===== src/chss_consts.svh =====
// constants for the card host strobe block
// What this block does
// - in io mode drive input ack low while selected and answering io read
// - drive read data onto bus while io or ide read strobe is low
// - capture write data on rising edge of io or ide write strobe
// - output enable reads common memory and attribute in memory mode, attribute in io
// - ide mode select low enters ide compatible mode
// - attribute select high picks common memory, low picks attribute memory
// - memory mode ready output high when able, low while busy
// - ready stays low after reset until reset processing finishes
// - io mode ready pin is active low interrupt request
// - ide mode ready pin is active high interrupt request
// - ide first select hits task file, second hits control block
// - ide task file uses low byte lanes, data uses full 16 bits
`ifndef CHSS_CONSTS_SVH
`define CHSS_CONSTS_SVH
`define CHSS_RESET_TIME_NS 1000
`define CHSS_CLK_PERIOD_NS 20
`define CHSS_RESET_CYCLES ((`CHSS_RESET_TIME_NS + `CHSS_CLK_PERIOD_NS - 1) / `CHSS_CLK_PERIOD_NS)
`define CHSS_DATA_REG_ADDR 3'h0
`endif


===== src/chss_pkg.sv =====
// types for the card host strobe block
package chss_pkg;
    typedef enum logic [2:0] {
        CHSS_MODE_MEM = 3'b001,
        CHSS_MODE_IO = 3'b010,
        CHSS_MODE_IDE = 3'b100
    } chss_mode_e;
    // synchronised host strobe levels
    typedef struct packed {
        logic io_read_strobe_n;
        logic io_write_strobe_n;
        logic output_enable_n;
        logic attr_select_n;
        logic card_enable1_n;
        logic card_enable2_n;
    } chss_strobes_s;
endpackage


===== src/chss_strobe_port.sv =====
// host strobe, ready and interrupt handling of the card port
`timescale 1ns/1ps
`include "chss_consts.svh"
module chss_strobe_port import chss_pkg::*; #(
    parameter int RESET_CYCLES = `CHSS_RESET_CYCLES
) (
    // clock and reset
    input wire logic mclk,
    input wire logic reset_n,
    // host pins
    input wire logic ide_mode_select_n,
    input wire logic io_mode_enable,
    input wire logic io_read_strobe_n,
    input wire logic io_write_strobe_n,
    input wire logic output_enable_n,
    input wire logic attr_select_n,
    input wire logic card_enable1_n,
    input wire logic card_enable2_n,
    input wire logic [2:0] addr,
    input wire logic [15:0] data_in,
    output logic [15:0] data_out,
    output logic [1:0] data_oe,
    output logic input_ack_n,
    output logic ready_irq_out,
    output logic ready_irq_oe,
    // core side
    input wire logic core_busy,
    input wire logic core_irq,
    input wire logic [15:0] core_read_data,
    output logic [15:0] write_data,
    output logic [2:0] write_addr,
    output logic write_word,
    output logic write_pulse,
    output logic common_mem_sel,
    output logic attr_mem_sel,
    output logic taskfile_sel,
    output logic control_block_sel,
    output chss_mode_e mode
);
    // ******************************
    // synchronisers
    // ******************************
    chss_strobes_s raw;
    chss_strobes_s syn;
    chss_strobes_s prev;
    logic [1:0] mode_pins;
    logic [1:0] mode_syn;
    logic [2:0] addr_syn;
    logic [15:0] data_syn;
    assign raw = '{io_read_strobe_n, io_write_strobe_n, output_enable_n,
                   attr_select_n, card_enable1_n, card_enable2_n};
    assign mode_pins = {ide_mode_select_n, io_mode_enable};
    chss_sync #(.WIDTH(6), .INIT(6'h3F)) u_sync_strobes (
        .mclk(mclk),
        .reset_n(reset_n),
        .async_in(raw),
        .sync_out(syn)
    );
    chss_sync #(.WIDTH(2), .INIT(2'h2)) u_sync_mode (
        .mclk(mclk),
        .reset_n(reset_n),
        .async_in(mode_pins),
        .sync_out(mode_syn)
    );
    // address and data take the strobes' delay so a write edge sees what stood under it
    // limitation: the host must hold them one mclk past the trailing write edge
    chss_sync #(.WIDTH(3), .INIT(3'h0)) u_sync_addr (
        .mclk(mclk),
        .reset_n(reset_n),
        .async_in(addr),
        .sync_out(addr_syn)
    );
    chss_sync #(.WIDTH(16), .INIT(16'h0000)) u_sync_data (
        .mclk(mclk),
        .reset_n(reset_n),
        .async_in(data_in),
        .sync_out(data_syn)
    );

    // ******************************
    // mode and decode
    // ******************************
    chss_mode_e next_mode;
    logic selected;
    logic rd_active;
    logic wr_rise;
    logic oe_active;
    // ide select low picks ide mode
    always_comb begin
        if (!mode_syn[1]) begin
            next_mode = CHSS_MODE_IDE;
        end else if (mode_syn[0]) begin
            next_mode = CHSS_MODE_IO;
        end else begin
            next_mode = CHSS_MODE_MEM;
        end
    end
    assign selected = !syn.card_enable1_n || !syn.card_enable2_n;
    // io strobes only count outside memory mode
    assign rd_active = (mode != CHSS_MODE_MEM) && selected && !syn.io_read_strobe_n;
    assign wr_rise = (mode != CHSS_MODE_MEM) && selected && syn.io_write_strobe_n
                     && !prev.io_write_strobe_n;
    // output enable unused in ide mode
    assign oe_active = (mode != CHSS_MODE_IDE) && selected && !syn.output_enable_n;

    // ******************************
    // datapath and ready
    // ******************************
    logic [$clog2(RESET_CYCLES+1)-1:0] rst_cnt;
    logic [$clog2(RESET_CYCLES+1)-1:0] next_rst_cnt;
    logic [15:0] next_data_out;
    logic [1:0] next_data_oe;
    logic next_input_ack_n;
    logic [15:0] next_write_data;
    logic [2:0] next_write_addr;
    logic next_write_pulse;
    logic next_common;
    logic next_attr;
    logic next_tf;
    logic next_cb;
    logic next_word;
    logic boot_done;
    logic full_word;
    assign boot_done = (rst_cnt == '0);
    assign full_word = !syn.card_enable1_n && !syn.card_enable2_n;
    always_comb begin
        next_rst_cnt = boot_done ? rst_cnt : rst_cnt - 1'b1;
        next_data_out = data_out;
        next_data_oe = 2'h0;
        next_input_ack_n = 1'b1;
        next_write_data = write_data;
        next_write_addr = write_addr;
        next_write_pulse = 1'b0;
        next_word = write_word;
        next_common = (mode != CHSS_MODE_IDE) && oe_active && syn.attr_select_n
                      && (mode == CHSS_MODE_MEM);
        next_attr = (mode != CHSS_MODE_IDE) && oe_active && !syn.attr_select_n;
        // ide chip selects split register sets
        next_tf = (mode == CHSS_MODE_IDE) && !syn.card_enable1_n;
        next_cb = (mode == CHSS_MODE_IDE) && !syn.card_enable2_n;
        // drive read data while strobe low
        if (boot_done && (rd_active || next_common || next_attr)) begin
            next_data_out = core_read_data;
            // task file on low lane, data register full width
            if (mode == CHSS_MODE_IDE) begin
                next_data_oe = (next_tf && addr_syn == `CHSS_DATA_REG_ADDR) ? 2'h3 : 2'h1;
            end else begin
                next_data_oe = full_word ? 2'h3 : (syn.card_enable1_n ? 2'h2 : 2'h1);
            end
        end
        if (boot_done && rd_active && mode == CHSS_MODE_IO) begin
            next_input_ack_n = 1'b0;
        end
        if (boot_done && wr_rise) begin
            next_write_data = data_syn;
            next_write_addr = addr_syn;
            next_write_pulse = 1'b1;
            next_word = (mode == CHSS_MODE_IDE) ? (next_tf && addr_syn == `CHSS_DATA_REG_ADDR)
                        : full_word;
        end
    end
    always_ff @(posedge mclk or negedge reset_n) begin
        if (!reset_n) begin
            rst_cnt <= ($clog2(RESET_CYCLES+1))'(RESET_CYCLES);
            mode <= CHSS_MODE_MEM;
            prev <= 6'h3F;
            data_out <= 16'h0000;
            data_oe <= 2'h0;
            input_ack_n <= 1'b1;
            write_data <= 16'h0000;
            write_pulse <= 1'b0;
            write_word <= 1'b0;
            write_addr <= 3'h0;
            common_mem_sel <= 1'b0;
            attr_mem_sel <= 1'b0;
            taskfile_sel <= 1'b0;
            control_block_sel <= 1'b0;
        end else begin
            rst_cnt <= next_rst_cnt;
            mode <= next_mode;
            prev <= syn;
            data_out <= next_data_out;
            data_oe <= next_data_oe;
            input_ack_n <= next_input_ack_n;
            write_data <= next_write_data;
            write_pulse <= next_write_pulse;
            write_word <= next_word;
            write_addr <= next_write_addr;
            common_mem_sel <= next_common;
            attr_mem_sel <= next_attr;
            taskfile_sel <= next_tf;
            control_block_sel <= next_cb;
        end
    end
    // ready pin: mem ready, io irq low, ide irq high; open drain except ide
    always_comb begin
        ready_irq_out = 1'b0;
        ready_irq_oe = 1'b0;
        unique case (mode)
            CHSS_MODE_MEM: ready_irq_oe = !boot_done || core_busy;
            CHSS_MODE_IO: ready_irq_oe = !boot_done || core_irq;
            CHSS_MODE_IDE: begin
                ready_irq_oe = 1'b1;
                ready_irq_out = boot_done && core_irq;
            end
        endcase
    end
endmodule


===== src/chss_sync.sv =====
// three-stage synchroniser with agreement filter
`timescale 1ns/1ps
module chss_sync #(
    parameter int WIDTH = 1,
    parameter logic [WIDTH-1:0] INIT = '1
) (
    // clock and reset
    input wire logic mclk,
    input wire logic reset_n,
    // async in, filtered out
    input wire logic [WIDTH-1:0] async_in,
    output logic [WIDTH-1:0] sync_out
);
    logic [WIDTH-1:0] s1;
    logic [WIDTH-1:0] s2;
    logic [WIDTH-1:0] s3;
    logic [WIDTH-1:0] next_out;
    // a change counts only when stages two and three agree
    always_comb begin
        for (int i = 0; i < WIDTH; i++) begin
            next_out[i] = (s2[i] == s3[i]) ? s3[i] : sync_out[i];
        end
    end
    always_ff @(posedge mclk or negedge reset_n) begin
        if (!reset_n) begin
            s1 <= INIT;
            s2 <= INIT;
            s3 <= INIT;
            sync_out <= INIT;
        end else begin
            s1 <= async_in;
            s2 <= s1;
            s3 <= s2;
            sync_out <= next_out;
        end
    end
endmodule

===== config.mk =====
export PLATFORM = sky130hd
export DESIGN_NAME = chss_strobe_port
export DESIGN_NICKNAME = d
export VERILOG_FILES = /design/src/chss_pkg.sv /design/src/chss_strobe_port.sv /design/src/chss_sync.sv
export VERILOG_INCLUDE_DIRS = /design/src
export SDC_FILE = /design/constraint.sdc
export NUM_CORES = 1
export LEC_CHECK = 0
export BUFFER_PORTS_ARGS = -buffer_cell sky130_fd_sc_hd__buf_2
export CORE_ASPECT_RATIO = 2
export CORE_MARGIN = 4
export CORE_UTILIZATION = 45
export CTS_CLUSTER_SIZE = 30
export DETAILED_ROUTE_END_ITERATION = 8
export PLACE_DENSITY = 0.71
export SLEW_MARGIN = 20
export SYNTH_ARGS = -nofsm -noshare
export SYNTH_HDL_FRONTEND = slang
export SYNTH_SLANG_ARGS = --single-unit

===== constraint.sdc =====
create_clock -name mclk -period 2.88 [get_ports mclk]
set_clock_uncertainty 0.1 [all_clocks]
set_input_delay 0.432 -clock mclk [delete_from_list [all_inputs] [get_ports mclk]]
set_output_delay 0.432 -clock mclk [all_outputs]
set_load 0.02 [all_outputs]

==> results.cfg <==
[power]
peakVddDrop_uv = 593
power_frac_comb = 0.149
p_clk_frac = 0.374
swShare = 0.265
leakagePower_nw = 3.00
cellPowerDensity_nw_per_um2 = 870
p_seq_frac = 0.477
switchingPower_mw = 1.51
p_int_mw = 4.19
power_mw = 5.70

[clocking]
cts_tree = yes
cts.path.max_buffers = 2
path_clk_slew_ns = 0.06
root_buffer = clkbuf_16
clock_latency_ns = 0.41
h-tree-depth = 4
cts.sinks = 162
numCtsBuffers = 17
postCtsSetupRepairBufs = 0

[finish]
instances_no_fill = 562
multi_input_area_um2 = 1040
syn2layout_area_growth_pct = 26.1
drive_gt1_frac = 0.483
num-fill-cells = 919
fin_nets = 455
seq_area_um2 = 4100
fin_util = 0.580
fin_area_um2 = 6550
antennaDiodeCount = 0

[global_route]
grt_pass1_wl_um = 14100
grt_busiest_layer = met2
met2_usage = 0.226
antenna_found_initial = 0
grt_pass1_vias = 2941
overflow = 0
use_met3 = 0.0470
grt_use_met1 = 0.151
grt_max_degree = 88
grtUsageTotal = 0.135

[synth]
syn_area_um2 = 5190
yosysWarnings = 0
synth-async-reset-ratio = 1.00
synth_area_per_cell_um2 = 18.3
synth_cells = 284
synth_flop_cell = dfrtp_1
synth_seq_cells = 162
synth-seq-area-share = 0.789
synth_cell_type_count = 36
syn-num-nets = 332
synth_edf_count = 0

[worst_setup_path]
crit_type = flop to primary output
slowest_stage = or3b_4
crit_buf_inv = 2
cp-start-kind = flop
r2r_cells = 7
endpoint_kind = primary output
slowest_delay_ns = 0.43
crit_cells = 6
required_ns = 2.35
crit_start = rst_cnt[0]$_DFFE_PN0N_
arrival_ns = 2.11
cp_cell_sequence = inv_1, ha_1, or3b_4, nor3_4, and3_1, buf_2
rr_startpoint = rst_cnt[0]$_DFFE_PN0N_
critPathTopFamily = simple AND/OR/NAND/NOR gates
path_max_fanout = 7

[routing]
wl_um = 8220
wl_per_cell_um = 14.6
first_pass_iters = 2
num_vias = 2607
via_per_inst = 4.64
drc = 0
ant_nets = 0
drt-initial-drc-count = 53

[timing]
slew_headroom = 0.485
setup_viol = 0
setup_ws_ns = 0.238
worst_pin_slew_ns = 0.773
timing.final.crit_share = 0.917
finalHoldViolCount = 17
tns_ns = 0
fin_hold_ws_ns = -0.0359
period_minus_slack_ns = 2.64
max_freq_mhz = 379
maxSlewViolCount = 0
rsz0062_at_grt = no

[placement]
dp_hpwl_um = 5600
placed_cell_area_um2 = 5880
dp_cells = 520
pre_cts_slack_ns = 0.397
io_buffers = 95
gp_congestion = 0.730

[floorplan]
fp.dieH_um = 160
ios = 96
rows = 55
start_util = 0.460
die_w_um = 84.0
die_area_um2 = 13400
core_um2 = 11300

[hold_path]
min_path_type = primary input to asynchronous set/reset pin

[job]
max_cap_violations = 0

[status]
violations = hold timing
status = complete, but fails checks
registers in the layout (all words and copies together), names as in the netlist, 2 cells and up:
name and flops:
data_oe 2, data_out 16, mode 3, rst_cnt 6
u_sync_addr.s1 3, u_sync_addr.s2 3, u_sync_addr.s3 3, u_sync_addr.sync_out 3
u_sync_data.s1 16, u_sync_data.s2 16, u_sync_data.s3 16, u_sync_data.sync_out 16
u_sync_mode.s1 2, u_sync_mode.s2 2, u_sync_mode.s3 2, u_sync_mode.sync_out 2
u_sync_strobes.s1 6, u_sync_strobes.s2 6, u_sync_strobes.s3 6, u_sync_strobes.sync_out 6
write_addr 3, write_data 16
cells in the final DEF (no fill, tap or decap), types with 2 or more instances in the layout:
cell	instances
dlygate4sd3_1	10
nor3b_1	2
inv_6	3
nand2_1	3
mux2_2	28
nand2b_1	2
buf_2	94
and3_1	2
nor3_1	2
clkinv_2	2
maj3_1	27
a21oi_1	6
inv_8	2
mux2_4	8
inv_1	4
nor2_1	9
and2_1	2
clkbuf_1	2
dfrtp_1	128
clkinv_4	4
clkbuf_16	17
dfstp_2	34
xnor2_1	3
buf_12	3
o22ai_1	2
power by group through the flow:
stage                     sequential, mW  combinational (mW)  clock, mW
after floorplan                     2.96               0.298          0
after global placement              2.74               0.835          0
after detailed placement            2.76               0.856          0
after CTS                           2.72               0.859       2.20
after global routing                2.76               0.911       2.29
final                               2.72               0.846       2.13
cells by family (layout without fill, tap and decap cells):
kind of cell | count (synthesis) | count (layout) | share of synthesized area
compound gates | 14 | 14 | 0.0183
xor+xnor | 3 | 3 | 0.00506
fa+ha+maj | 28 | 28 | 0.0544
buf+inv | 9 | 145 | 0.0111
flops | 162 | 162 | 0.789
mux | 36 | 36 | 0.0838
simple gates | 32 | 32 | 0.0388
metal layers:
metal / routed length [um] / part of all wire / vias up
met1: 3250 / 0.40 / 1303
met4: 165 / 0.020 / 0
met2: 4360 / 0.53 / 74
met3: 442 / 0.054 / 12
met5: 0 / 0 / -
li1: - / - / 1218
synthesized netlist by cell type (2+ instances only):
master,number,area share
mux2_2,28,0.061
a21oi_1,6,0.0058
clkbuf_1,2,0.0014
mux2_4,8,0.023
dfstp_2,34,0.17
inv_1,4,0.0029
o22ai_1,2,0.0024
nor3_1,2,0.0019
buf_4,2,0.0029
nor2_1,9,0.0065
maj3_1,27,0.052
and2_1,2,0.0024
and3_1,2,0.0024
nand2_1,3,0.0022
xnor2_1,3,0.0051
nand2b_1,2,0.0024
nor3b_1,2,0.0029
dfrtp_1,128,0.62
area by class of cell:
type,instances,area share
inverter,4,0.00229
multi-input combinational,113,0.159
sequential,162,0.625
clock buffer,20,0.0682
clock inverter,12,0.0189
tap,142,0.0271
timing repair buffer,109,0.0991
timing repair:
item	CTS	global route
hold endpoints to repair	1	9
resized for setup	0	0
hold buffers	1	9
final timing paths:
path / endpoint / slack (ns)
min in group mclk: u_sync_data.s1[14]$_DFF_PN0_ / 0.02
worst max register to register: data_out[9]$_DFFE_PN0P_ / 0.42
worst min-delay path: data_out[15]$_DFFE_PN0P_ / -0.04
max in group asynchronous: u_sync_strobes.sync_out[3]$_DFFE_PN1N_ / 1.94
worst min register to register: u_sync_data.s2[12]$_DFF_PN0_ / 0.25
worst max-delay path: ready_irq_out / 0.24
No activity file was read; power rests on OpenSTA's default activity.
